`config.mk`:
```
export PLATFORM = sky130hd
export DESIGN_NAME = oms_sequencer
export DESIGN_NICKNAME = d
export VERILOG_FILES = /design/src/oms_pkg.sv /design/src/oms_pin_sync.sv /design/src/oms_timer.sv /design/src/oms_sequencer.sv
export SDC_FILE = /design/constraint.sdc
export NUM_CORES = 1
export LEC_CHECK = 0
export ABC_AREA = 1
export CORE_MARGIN = 2
export CORE_UTILIZATION = 45
export DETAILED_ROUTE_END_ITERATION = 10
export DONT_BUFFER_PORTS = 1
export PLACE_DENSITY = 0.59
export SYNTH_ARGS = -nofsm -noshare
export SYNTH_HDL_FRONTEND = slang
export SYNTH_SLANG_ARGS = --single-unit
```
`constraint.sdc`:
```
create_clock -name clk -period 3.8 [get_ports clk]
set_input_delay 0.57 -clock clk [delete_from_list [all_inputs] [get_ports clk]]
set_output_delay 0.57 -clock clk [all_outputs]
set_load 0.005 [all_outputs]
```
`src/oms_pkg.sv`:
```
// Package for the operating mode sequencer: modes, timing, carriers.
package oms_pkg;
  localparam int  CLK_HZ             = 40000000;
  localparam int  BOOT_LOW_US        = 100;
  localparam int  BOOT_HIGH_US       = 100;
  localparam int  DEBOUNCE_US        = 100;
  localparam int  BOOT_LOW_CYC       = (BOOT_LOW_US * (CLK_HZ / 1000000));
  localparam int  BOOT_HIGH_CYC      = (BOOT_HIGH_US * (CLK_HZ / 1000000));
  localparam int  DEBOUNCE_CYC       = (DEBOUNCE_US * (CLK_HZ / 1000000));
  localparam int  CNT_W              = 24;
  localparam int  ASLP_W             = 16;
  localparam logic [CNT_W-1:0] CNT_ZERO = 24'h000000;

  typedef enum logic [2:0] {
    OMS_OFF, OMS_BOOT, OMS_STANDBY, OMS_HIBERNATE, OMS_WAKE, OMS_SLEEP, OMS_TRIG_WAIT
  } oms_mode_t;

  // Host-written control bits
  typedef struct packed {
    logic              active_set;
    logic              active_clr;
    logic              hibernate_set;
    logic              pin_two_function_select;
    logic [ASLP_W-1:0] auto_sleep_count;
  } oms_ctrl_t;

  // Device status
  typedef struct packed {
    oms_mode_t mode;
    logic      active;
    logic      strap_high;
    logic      regs_default;
  } oms_stat_t;
endpackage

```
`src/oms_pin_sync.sv`:
```
// Three-flop pin synchroniser with agreement filter.
`timescale 1ns/100ps
`default_nettype none
module oms_pin_sync (
  input  wire logic clk,
  input  wire logic rst,
  input  wire logic pin,
  output logic      level,
  output logic      rise,
  output logic      fall
);
  logic s1, s2, s3;
  logic next_level;

  always_comb begin
    next_level = level;
    if (s2 == s3) begin
      next_level = s3;
    end
  end

  always_ff @(posedge clk or posedge rst) begin
    if (rst) begin
      s1    <= 1'b0;
      s2    <= 1'b0;
      s3    <= 1'b0;
      level <= 1'b0;
    end else begin
      s1    <= pin;
      s2    <= s1;
      s3    <= s2;
      level <= next_level;
    end
  end

  assign rise = next_level & ~level;
  assign fall = ~next_level & level;
endmodule // oms_pin_sync
`default_nettype wire

```
`src/oms_timer.sv`:
```
// Down-counting timer with load and done pulse.
`timescale 1ns/100ps
`default_nettype none
module oms_timer (
  input  wire logic                     clk,
  input  wire logic                     rst,
  input  wire logic                     load,
  input  wire logic [oms_pkg::CNT_W-1:0] value,
  input  wire logic                     run,
  output logic                          done
);
  logic [oms_pkg::CNT_W-1:0] cnt;
  logic [oms_pkg::CNT_W-1:0] next_cnt;
  logic                      next_done;

  always_comb begin
    next_cnt  = cnt;
    next_done = 1'b0;
    if (load) begin
      next_cnt = value;
    end else if (run && cnt != oms_pkg::CNT_ZERO) begin
      next_cnt  = cnt - 1'b1;
      next_done = (cnt == {{(oms_pkg::CNT_W-1){1'b0}}, 1'b1});
    end
  end

  always_ff @(posedge clk or posedge rst) begin
    if (rst) begin
      cnt  <= oms_pkg::CNT_ZERO;
      done <= 1'b0;
    end else begin
      cnt  <= next_cnt;
      done <= next_done;
    end
  end
endmodule // oms_timer
`default_nettype wire

```
`src/oms_sequencer.sv`:
```
// Operating mode sequencer top: boot, standby, hibernate, wake/sleep, trigger wait.
// Contract
// Strap low: boot, then standby awaiting commands.
// Strap high, wire high: auto-set active, wake.
// Strap low: hibernate enable enters hibernate.
// Strap high: wire low debounce enters hibernate.
// Host toggles wake pin to leave hibernate; code honours the toggle only with the strap low.
// Strap high: wire high leaves hibernate, boots; code does so only after wire-low hibernate, not register hibernate.
// Pin-two select enters/leaves trigger wait.
// Strap high: trigger wait unavailable.
// Trigger rising edge starts conversion, wake.
// Measurement done returns to trigger wait.
// Strap low: active bit moves standby/wake.
// Strap high: host may still set active.
// Strap high: debounced low clears active.
// Auto-sleep count reached without event: sleep.
// Sleep returns to wake on event.
// Strap high register hibernate ignores wake pin.
// Hibernate exit restores register defaults.
// Active to standby keeps registers.
// Strap sampled at boot, then held.
// Debounce counter restarts when wire rises.
`timescale 1ns/100ps
`default_nettype none
module oms_sequencer (
  input  wire logic              clk,
  input  wire logic              rst,
  input  wire logic              boot_strap_select,
  input  wire logic              wake_pin,
  input  wire logic              motion_wire_pin,
  input  wire logic              trigger_pin,
  input  wire oms_pkg::oms_ctrl_t ctrl,
  input  wire logic              aws_event,
  input  wire logic              measure_done,
  output oms_pkg::oms_stat_t     stat,
  output logic                   conversion_start,
  output logic                   regs_reset
);
  logic wake_rise, wake_fall;
  logic wire_lvl, wire_fall;
  logic trig_rise;
  logic strap_lvl;

  oms_pin_sync u_wake (.clk(clk), .rst(rst), .pin(wake_pin),
    .level(), .rise(wake_rise), .fall(wake_fall));
  oms_pin_sync u_wire (.clk(clk), .rst(rst), .pin(motion_wire_pin),
    .level(wire_lvl), .rise(), .fall(wire_fall));
  oms_pin_sync u_trig (.clk(clk), .rst(rst), .pin(trigger_pin),
    .level(), .rise(trig_rise), .fall());
  oms_pin_sync u_strap (.clk(clk), .rst(rst), .pin(boot_strap_select),
    .level(strap_lvl), .rise(), .fall());

  oms_pkg::oms_mode_t mode, next_mode;
  logic strap_high, next_strap_high;
  logic active, next_active;
  logic reg_hib, next_reg_hib;
  logic conv, next_conv;
  logic rreset, next_rreset;
  logic [oms_pkg::ASLP_W-1:0] aslp, next_aslp;
  logic deb_held, next_deb_held;

  // Boot and debounce timers
  logic boot_load, boot_done, deb_load, deb_done, deb_run;
  logic [oms_pkg::CNT_W-1:0] boot_val;

  assign boot_val = strap_lvl ? oms_pkg::CNT_W'(oms_pkg::BOOT_HIGH_CYC)
                              : oms_pkg::CNT_W'(oms_pkg::BOOT_LOW_CYC);
  assign boot_load = (mode == oms_pkg::OMS_OFF) ||
                     (mode == oms_pkg::OMS_HIBERNATE && next_mode == oms_pkg::OMS_BOOT);

  oms_timer u_boot (.clk(clk), .rst(rst), .load(boot_load), .value(boot_val),
    .run(mode == oms_pkg::OMS_BOOT), .done(boot_done));

  // Debounce restarts whenever the wire is high
  assign deb_load = wire_lvl | wire_fall;
  assign deb_run  = ~wire_lvl & strap_high;
  oms_timer u_deb (.clk(clk), .rst(rst), .load(deb_load),
    .value(oms_pkg::CNT_W'(oms_pkg::DEBOUNCE_CYC)), .run(deb_run), .done(deb_done));

  always_comb begin
    next_mode       = mode;
    next_strap_high = strap_high;
    next_active     = active;
    next_reg_hib    = reg_hib;
    next_conv       = 1'b0;
    next_rreset     = 1'b0;
    next_aslp       = aslp;
    next_deb_held   = deb_held;
    // Expired debounce is held until the wire rises, so hibernate follows standby
    if (deb_done) begin
      next_deb_held = 1'b1;
    end else if (wire_lvl) begin
      next_deb_held = 1'b0;
    end
    case (mode)
      oms_pkg::OMS_OFF: begin
        next_mode = oms_pkg::OMS_BOOT;
      end
      oms_pkg::OMS_BOOT: begin
        next_strap_high = strap_lvl;
        if (boot_done) begin
          if (!strap_lvl) begin
            next_mode = oms_pkg::OMS_STANDBY;
          end else if (wire_lvl) begin
            next_active = 1'b1;
            next_mode   = oms_pkg::OMS_WAKE;
          end else begin
            next_reg_hib = 1'b0;
            next_mode    = oms_pkg::OMS_HIBERNATE;
          end
        end
      end
      oms_pkg::OMS_STANDBY: begin
        // Registers are kept across active to standby
        if (ctrl.hibernate_set) begin
          next_reg_hib = 1'b1;
          next_mode    = oms_pkg::OMS_HIBERNATE;
        end else if (strap_high && (deb_done || deb_held)) begin
          next_reg_hib = 1'b0;
          next_mode    = oms_pkg::OMS_HIBERNATE;
        end else if (ctrl.active_set) begin
          next_active = 1'b1;
          next_mode   = oms_pkg::OMS_WAKE;
        end else if (!strap_high && ctrl.pin_two_function_select) begin
          next_mode = oms_pkg::OMS_TRIG_WAIT;
        end
      end
      oms_pkg::OMS_WAKE, oms_pkg::OMS_SLEEP: begin
        if (strap_high && deb_done) begin
          next_active = 1'b0;
          next_mode   = oms_pkg::OMS_STANDBY;
        end else if (ctrl.active_clr) begin
          next_active = 1'b0;
          next_mode   = oms_pkg::OMS_STANDBY;
        end else if (!active && !strap_high && measure_done) begin
          next_mode = oms_pkg::OMS_TRIG_WAIT;
        end else if (mode == oms_pkg::OMS_SLEEP) begin
          if (aws_event) begin
            next_mode = oms_pkg::OMS_WAKE;
            next_aslp = '0;
          end
        end else if (aws_event || ctrl.auto_sleep_count == '0 || !active) begin
          next_aslp = '0;
        end else if (aslp + 1'b1 >= ctrl.auto_sleep_count) begin
          next_mode = oms_pkg::OMS_SLEEP;
          next_aslp = '0;
        end else begin
          next_aslp = aslp + 1'b1;
        end
      end
      oms_pkg::OMS_TRIG_WAIT: begin
        if (strap_high || !ctrl.pin_two_function_select) begin
          next_mode = oms_pkg::OMS_STANDBY;
        end else if (trig_rise) begin
          next_conv = 1'b1;
          next_mode = oms_pkg::OMS_WAKE;
        end
      end
      oms_pkg::OMS_HIBERNATE: begin
        if (!strap_high && (wake_rise || wake_fall)) begin
          next_mode   = oms_pkg::OMS_BOOT;
          next_rreset = 1'b1;
          next_active = 1'b0;
          next_aslp   = '0;
        end else if (strap_high && !reg_hib && wire_lvl) begin
          next_mode   = oms_pkg::OMS_BOOT;
          next_rreset = 1'b1;
          next_active = 1'b0;
          next_aslp   = '0;
        end
      end
      default: next_mode = oms_pkg::OMS_OFF;
    endcase
  end

  always_ff @(posedge clk or posedge rst) begin
    if (rst) begin
      mode       <= oms_pkg::OMS_OFF;
      strap_high <= 1'b0;
      active     <= 1'b0;
      reg_hib    <= 1'b0;
      conv       <= 1'b0;
      rreset     <= 1'b0;
      aslp       <= '0;
      deb_held   <= 1'b0;
    end else begin
      mode       <= next_mode;
      strap_high <= next_strap_high;
      active     <= next_active;
      reg_hib    <= next_reg_hib;
      conv       <= next_conv;
      rreset     <= next_rreset;
      aslp       <= next_aslp;
      deb_held   <= next_deb_held;
    end
  end

  always_ff @(posedge clk or posedge rst) begin
    if (rst) begin
      stat             <= '0;
      conversion_start <= 1'b0;
      regs_reset       <= 1'b0;
    end else begin
      stat.mode         <= next_mode;
      stat.active       <= next_active;
      stat.strap_high   <= next_strap_high;
      stat.regs_default <= next_rreset;
      conversion_start  <= next_conv;
      regs_reset        <= next_rreset;
    end
  end
endmodule // oms_sequencer
`default_nettype wire

```
==> results of run 1 <==
power breakdown:
group	internal, mW	total [mW]	switching, mW
registers	1.09	1.21	0.121
clock network	0.460	0.891	0.431
logic	0.198	0.549	0.351
total	1.74	2.65	0.903
cell usage in the layout (no fill, tap or decap), types with 2 or more instances in the layout:
cell and instances:
o21bai_1 4, xor2_1 24, maj3_1 3, dfrtp_1 91
nand4_1 19, a21oi_1 14, nand3b_1 7, nor3_1 10
nor2_1 126, inv_8 2, xnor2_1 7, or2_2 4
o31ai_1 7, inv_2 5, nand3_1 68, inv_6 3
o211ai_1 2, ha_1 21, nor2_2 6, o21ai_0 30
clkbuf_16 9, nand2_2 2, nor4_1 2, o2111ai_1 2
inv_1 83, o22ai_1 2, clkinvlp_4 2, and3_1 2
nand2_1 208
critical path: stages (launching register included):
cell and delay, ns:
dfrtp_1 0.40, inv_1 0.07, nor2_1 0.21, nand2_1 0.14
nor2_1 0.20, nand3_1 0.12, xnor2_1 0.25, ha_1 0.29
nand2_1 0.07, inv_1 0.04, nor2_1 0.06, o21ai_0 0.08
a21oi_1 0.12, nand2_1 0.09, inv_1 0.38, nand3_1 0.15
nand2_1 0.08
state kept, by name, indices dropped and copies added, names as in the netlist, 5 cells and up:
| register | count |
|---|---|
| aslp | 16 |
| stat | 5 |
| u_boot.cnt | 24 |
| u_deb.cnt | 24 |
through the flow:
stage / hold slack (ns) / instances / worst slack (ns)
after floorplan: 0.331 / 769 / 0.866
after global placement: 0.333 / 925 / 1.08
after detailed placement: 0.337 / 925 / 1.00
after CTS: 0.226 / 941 / 0.984
after global routing: 0.223 / 941 / 0.578
final: 0.239 / 941 / 0.985
synth_stat cells (all sizes together), types with 3 or more instances:
cell type  count
ha            21
nand3         69
or2            4
o21ai         30
a21oi         14
xor2          24
xnor2          7
nand3b         7
o31ai          7
nor2         133
buf           11
inv           89
nand4         19
maj3           3
o21bai         4
dfrtp         91
nor3          11
nand2        210
cell families (layout without fill, tap and decap cells):
family | count (synthesis) | count (layout) | share of synthesized area, %
and+or+nand+nor | 458 | 458 | 35.3
buffers and inverters | 103 | 107 | 7.60
AOI/OAI and AO/OA | 62 | 62 | 6.33
DFF | 91 | 91 | 40.7
xor gates and xnor gates | 31 | 31 | 4.85
adders and majority gates | 24 | 24 | 5.23
final cells by class:
| type | count | area share, % |
|---|---|---|
| well taps | 168 | 3.49 |
| repair buffers | 1 | 0.125 |
| flip-flops and latches | 91 | 37.8 |
| multi-input cells | 575 | 48.1 |
| clock buffers | 9 | 3.74 |
| inverters | 90 | 5.65 |
| clock inverters | 7 | 1.06 |
worst max path at each step:
| stage | startpoint | to | cells past startpoint |
|---|---|---|---|
| floorplan | rst | aslp[0] | 1 |
| global placement | aslp[0] | aslp[10] | 16 |
| detailed placement | aslp[0] | aslp[12] | 16 |
| CTS | aslp[0] | aslp[12] | 16 |
| global route | aslp[0] | aslp[6] | 18 |
| finish | aslp[0] | aslp[1] | 16 |
metal layers:
| metal | GRT usage [%] | share of wire (%) | vias up |
|---|---|---|---|
| met1 | 29.9 | 50 | 2185 |
| met5 | 0 | 0 | - |
| met2 | 30.2 | 42 | 133 |
| met4 | 7.87 | 2.0 | 0 |
| li1 | - | - | 2463 |
| met3 | 3.24 | 5.6 | 17 |
==> summary.md, run 1 <==
| Metric | Value |
|---|---|
| Util after Layout | 49.9% |
| Worst-path clk slew | ~0.070 ns |
| Vias in the first global route | 4,457 |
| Via/cell ratio | 5.10 |
| I/O pin count | 36 |
| Largest net degree at the start of global routing | 78 |
| Syn_area_per_cell | 7.28 sq um |
| Net count, final | 817 |
| Area fraction of the dominant cell type after synthesis | 40.7% |
| Max Fclk | 0.355 GHz |
| CP required | 4.09 ns |
| Worst hold stages | 0 |
| Sink Count | 91 |
| Postcts setup bufs | 0 |
| Syn Inst Count | 769 |
| Power Dens Cells | between 400 and 500 nW/um^2 |
| First-pass GRT wire length | 21,400 um |
| Cells taking the most area after synthesis | dfrtp_1 41%, nand2_1 14%, nor2_1 8.4% |
| Total Wirelength | 12,600 um |
| R2R depth | 16 |
| Slew Viols, Final | 0 |
| Total number of yosys warnings | 0 |
| Startpoint types | flop |
| Post-synth net total | 818 |
| Leakage power | a little under 3 nW |
| Share of layout cells above drive strength 1 | 4.92% |
| Distinct cells, synth | 35 |
| Cell Area, Synth | 5600 sq um |
| Critical R2R Launch | aslp[0] |
| Register area | roughly 2300 sq um |
| Worst Hold Class | in2reg |
| Setup Skew | 0.00586 ns |
| Final hold viol count | 0 |
| HP Start | boot_strap_select |
| Die area | 13,300 sq um |
| Die Span Y | 116 um |
| Synth Flop Type | dfrtp_1 |
| Setup tns final | 0 ns |
| Peak VDD IR | 0.230 mV |
| Num CTS Buffers | 9 |
| Ys async rst share | 100% |
| Clk buf depth | 2 |
| Worst rel slew slack | 34.7% |
| Fill cells | 1,200 |
| Run status | complete, no violations |
| CP Capture Type | flop |
| Core ar. | 12,100 sq um |
| R2R Setup Slk | 0.99 ns |
| DR pass1 iterations | 5 |
| Fin area | around 6000 sq um |
| Hold EP | u_strap.s1 |
| Row cnt | 40 |
| GRT Overall Usage | 20.3% |
| DP Area | between 5000 and 6000 sq um |
| DR WL/cell | 13.4 um |
| DPL Wire Length | 9300 um |
| Die X-Extent | around 120 um |
| Antenna-violating nets left | 0 |
| Worst slew pin tran | 0.979 ns |
| Clk Latency, worst-skew pair | about 0.35 ns |
| Post-CTS resize count | 0 |
| Initial antenna violation count | 0 |
| Total Power | about 2.6 mW |
| Root buf cell | clkbuf_16 |
| Iteration-0 DRC Markers | 344 |
| ANT cells | 0 |
| GPL Wtd Cong | 0.883 |
| Worst r2r dst | aslp[1] |
| RSZ-0062 raised after global routing | false |
| Area delta synth->final | 7.53% |
| Overflow left after global routing | 0 |
| Maximum fanout along the worst path | 16 |
| Final period util | ~74% |
| Min Clock Period, post-route | 2.81 ns |
| Number of synthesized flops with an enable pin | 0 |
| Yosys reg bits | 91 |
| Final setup violation count | 0 |
| IO Port Bufs | 0 |
| CTS HTree Levels | 3 |
| Via Count | 4,798 |
| # hold bufs at CTS | 0 |
| Max cap viols | 0 |
| WS Path Type | reg2reg |
| CTS tree | yes |
| Register area share after synthesis | about 41% |
| Largest area contributor in the netlist | dfrtp_1 |
| Post-route DRC | 0 |
| CP Data Arrival Time | 3.11 ns |
| Multi-input gate area | 2900 sq um |
| Starting Density | 46.4% |
(Power assumes the default switching activity.)
==> run 2: changes to the inputs <==
==> constraint.sdc (replaced) <==
create_clock -name clk -period 2.8 [get_ports clk]
set_input_delay 0.42 -clock clk [delete_from_list [all_inputs] [get_ports clk]]
set_output_delay 0.42 -clock clk [all_outputs]
set_load 0.005 [all_outputs]
==> run 2 against run 1 <==
Effect of this change: global-route usage up 0.84 points; flip-flop and latch count unchanged; routed wire length up 1.7%; non-clock buffer count up 7; hold slack worse by 0.20 ns; cell count up 0.74%; die area unchanged; design area up 1.9%; fmax up 11%; largest power group unchanged.
==> summary.md, run 2 (synthesis results as in run 1) <==
| Metric | Value |
|---|---|
| Startpoint types | flop |
| Switching power | 1.24 mW (+37%) |
| WS Path Type | reg2reg |
| Seq pwr share | 45.2% (-0.4 points) |
| Core ar. | 12,100 sq um (unchanged) |
| Busiest grt layer | met2 |
| CTS HTree Levels | 3 (unchanged) |
| IO Port Bufs | 0 (unchanged) |
| Via Count | 4,880 (+1.7%) |
| First-pass GRT wire length | 22,300 um (+4.2%) |
| Clk Latency, worst-skew pair | 0.36 ns (about the same) |
| Row cnt | 40 (unchanged) |
| Switching share of power | 34.2% (+0.12 points) |
| Worst-path clk slew | 0.07 ns (about the same) |
| R2R Setup Slk | 0.25 ns (-0.73 ns) |
| Die Span Y | 116 um (unchanged) |
| Final hold viol count | 0 (unchanged) |
| # hold bufs at CTS | 0 (unchanged) |
| Crit-path cells | inv_1 > nor2_2 > nand2_1 > nor2_2 > nand2_1 > xor2_1 > inv_1 > ha_1 > a21oi_1 > o21ai_0 > a21oi_1 > nand2_1 > inv_2 > buf_12 > nand3_1 > nand2_1 |
| Share of layout cells above drive strength 1 | 6.54% (+1.6 points) |
| Max cap viols | 0 (unchanged) |
| Clock power share | 33.7% (about the same) |
| Min Clock Period, post-route | 2.55 ns (-0.268 ns) |
| Most frequent cells in the layout | 208 x nand2_1, 123 x nor2_1, 91 x dfrtp_1 |
| CP Capture Type | flop |
| Critical path's largest stage delay | 0.40 ns (about the same) |
| Iteration-0 DRC Markers | 276 (-20%) |
| Power share of the combinational group | 21.1% (+0.4 points) |
| Net count, final | 824 (+0.86%) |
| CP required | 3.09 ns (-1.00 ns) |
| Initial antenna violation count | 0 (unchanged) |
| Vias in the first global route | 4,718 (+5.9%) |
| GR met2 Demand/Resource | 32.5% (+2.3 points) |
| Max Fclk | 0.393 GHz (+11%) |
| CP max stage cell | dfrtp_1 |
| Post-route DRC | 0 (unchanged) |
| Antenna-violating nets left | 0 (unchanged) |
| Postcts setup bufs | 0 (unchanged) |
| DPL Wire Length | 9700 um (+4.3%) |
| Power Internal | 2.38 mW (+37%) |
| Overflow left after global routing | 0 (unchanged) |
| Starting Density | 46.4% (unchanged) |
| Worst path bufs/invs | 4 (+1) |
| Met3 Use GR | 3.82% (+0.58 points) |
| Setup Skew | 0.00871 ns (+0.00285 ns) |
| Worst Slack Setup Final | 0.253 ns (-0.732 ns) |
| Power Dens Cells | 591 nW/um^2 (+34%) |
| CP top delay family | simple AND/OR/NAND/NOR gates |
| Post-CTS resize count | 0 (unchanged) |
| R2R depth | 16 (unchanged) |
| Hold_ws | 0.0353 ns (-0.204 ns) |
| Critical R2R Launch | aslp[0] |
| Num CTS Buffers | 9 (unchanged) |
| CP Data Arrival Time | 2.84 ns (-0.27 ns) |
| Layout Cells excl Fill | 948 (+0.74%) |
| Area delta synth->final | 9.61% |
| Final setup violation count | 0 (unchanged) |
| Peak VDD IR | 0.318 mV (+38%) |
| Total Wirelength | 12,800 um (+1.7%) |
| Slew Viols, Final | 0 (unchanged) |
| Largest net degree at the start of global routing | 53 (-32%) |
| Clk buf depth | 2 (unchanged) |
| Maximum fanout along the worst path | 12 (-4) |
| DP Cell Count | 932 (+0.76%) |
| Most frequent CP cell | nand2_1 |
| DR WL/cell | 13.5 um (+0.91%) |
| DR pass1 iterations | 5 (unchanged) |
| DP Worst Slack | 0.0329 ns (-0.970 ns) |
| Fin area | 6140 sq um (+1.9%) |
| Worst r2r dst | aslp[15] |
| Final period util | 91.0% (+17 points) |
| Leakage power | 3.04 nW (+2.1%) |
| Root buf cell | clkbuf_16 |
| Util after Layout | 50.9% (+0.96 points) |
| CTS tree | yes |
| Worst Hold Class | in2async |
| Run status | complete, no violations |
| DP Area | 5810 sq um (+1.4%) |
| Die area | 13,300 sq um (unchanged) |
| Leading registers by flop count | u_boot.cnt x24, u_deb.cnt x24, aslp x16 |
| GRT Overall Usage | 21.2% (+0.84 points) |
| ANT cells | 0 (unchanged) |
| I/O pin count | 36 (unchanged) |
| Via/cell ratio | 5.15 (+0.96%) |
| Worst rel slew slack | 56.0% (+21 points) |
| Die X-Extent | 116 um (unchanged) |
| Most common cell after layout, fill and taps aside | nand2_1 |
| GPL Wtd Cong | 0.947 (+7.3%) |
| M1 GR Usage | 29.8% (-0.071 points) |
| Sink Count | 91 (unchanged) |
| Worst slew pin tran | 0.660 ns (-0.318 ns) |
-- run 2: per-layer routing --
| layer | vias up | wire, um |
|---|---|---|
| met4 | 0 | 258 |
| li1 | 2484 | - |
| met5 | - | 0 |
| met1 | 2270 | 6270 |
| met3 | 17 | 584 |
| met2 | 109 | 5680 |
-- run 2: power groups by stage --
stage          registers, mW  logic, mW  clock network [mW]
5_1_grt                 1.67      0.899                1.32
3_3_place_gp            1.66      0.751                   0
2_1_floorplan           1.61      0.624                   0
3_5_place_dp            1.66      0.768                   0
6_report                1.64      0.766                1.22
4_1_cts                 1.64      0.770                1.27
-- run 2: worst max-delay path by stage --
stage,startpoint,to,slack (ns),cells past startpoint
after global placement,aslp[0],aslp[10],0.12,17
after CTS,aslp[0],aslp[15],0.01,17
after global routing,aslp[0],aslp[15],-0.01,16
after detailed placement,aslp[0],aslp[15],0.03,17
final,aslp[0],aslp[15],0.25,16
after floorplan,rst,aslp[0],0.02,1
-- run 2: layout make-up --
cell class	instances	area, sq um
well taps	168	210
clock buffers	9	225
clock inverters	7	77.6
fillers	1174	5930
repair buffers	8	85.1
inverters	90	340
multi-input cells	575	2920
flip-flops and latches	91	2280
-- run 2: metrics by stage --
stage | power, mW | setup TNS [ns]
global placement | 2.41 | 0
floorplan | 2.23 | 0
finish | 3.63 | 0
CTS | 3.67 | 0
detailed placement | 2.43 | 0
global route | 3.89 | -0.0284
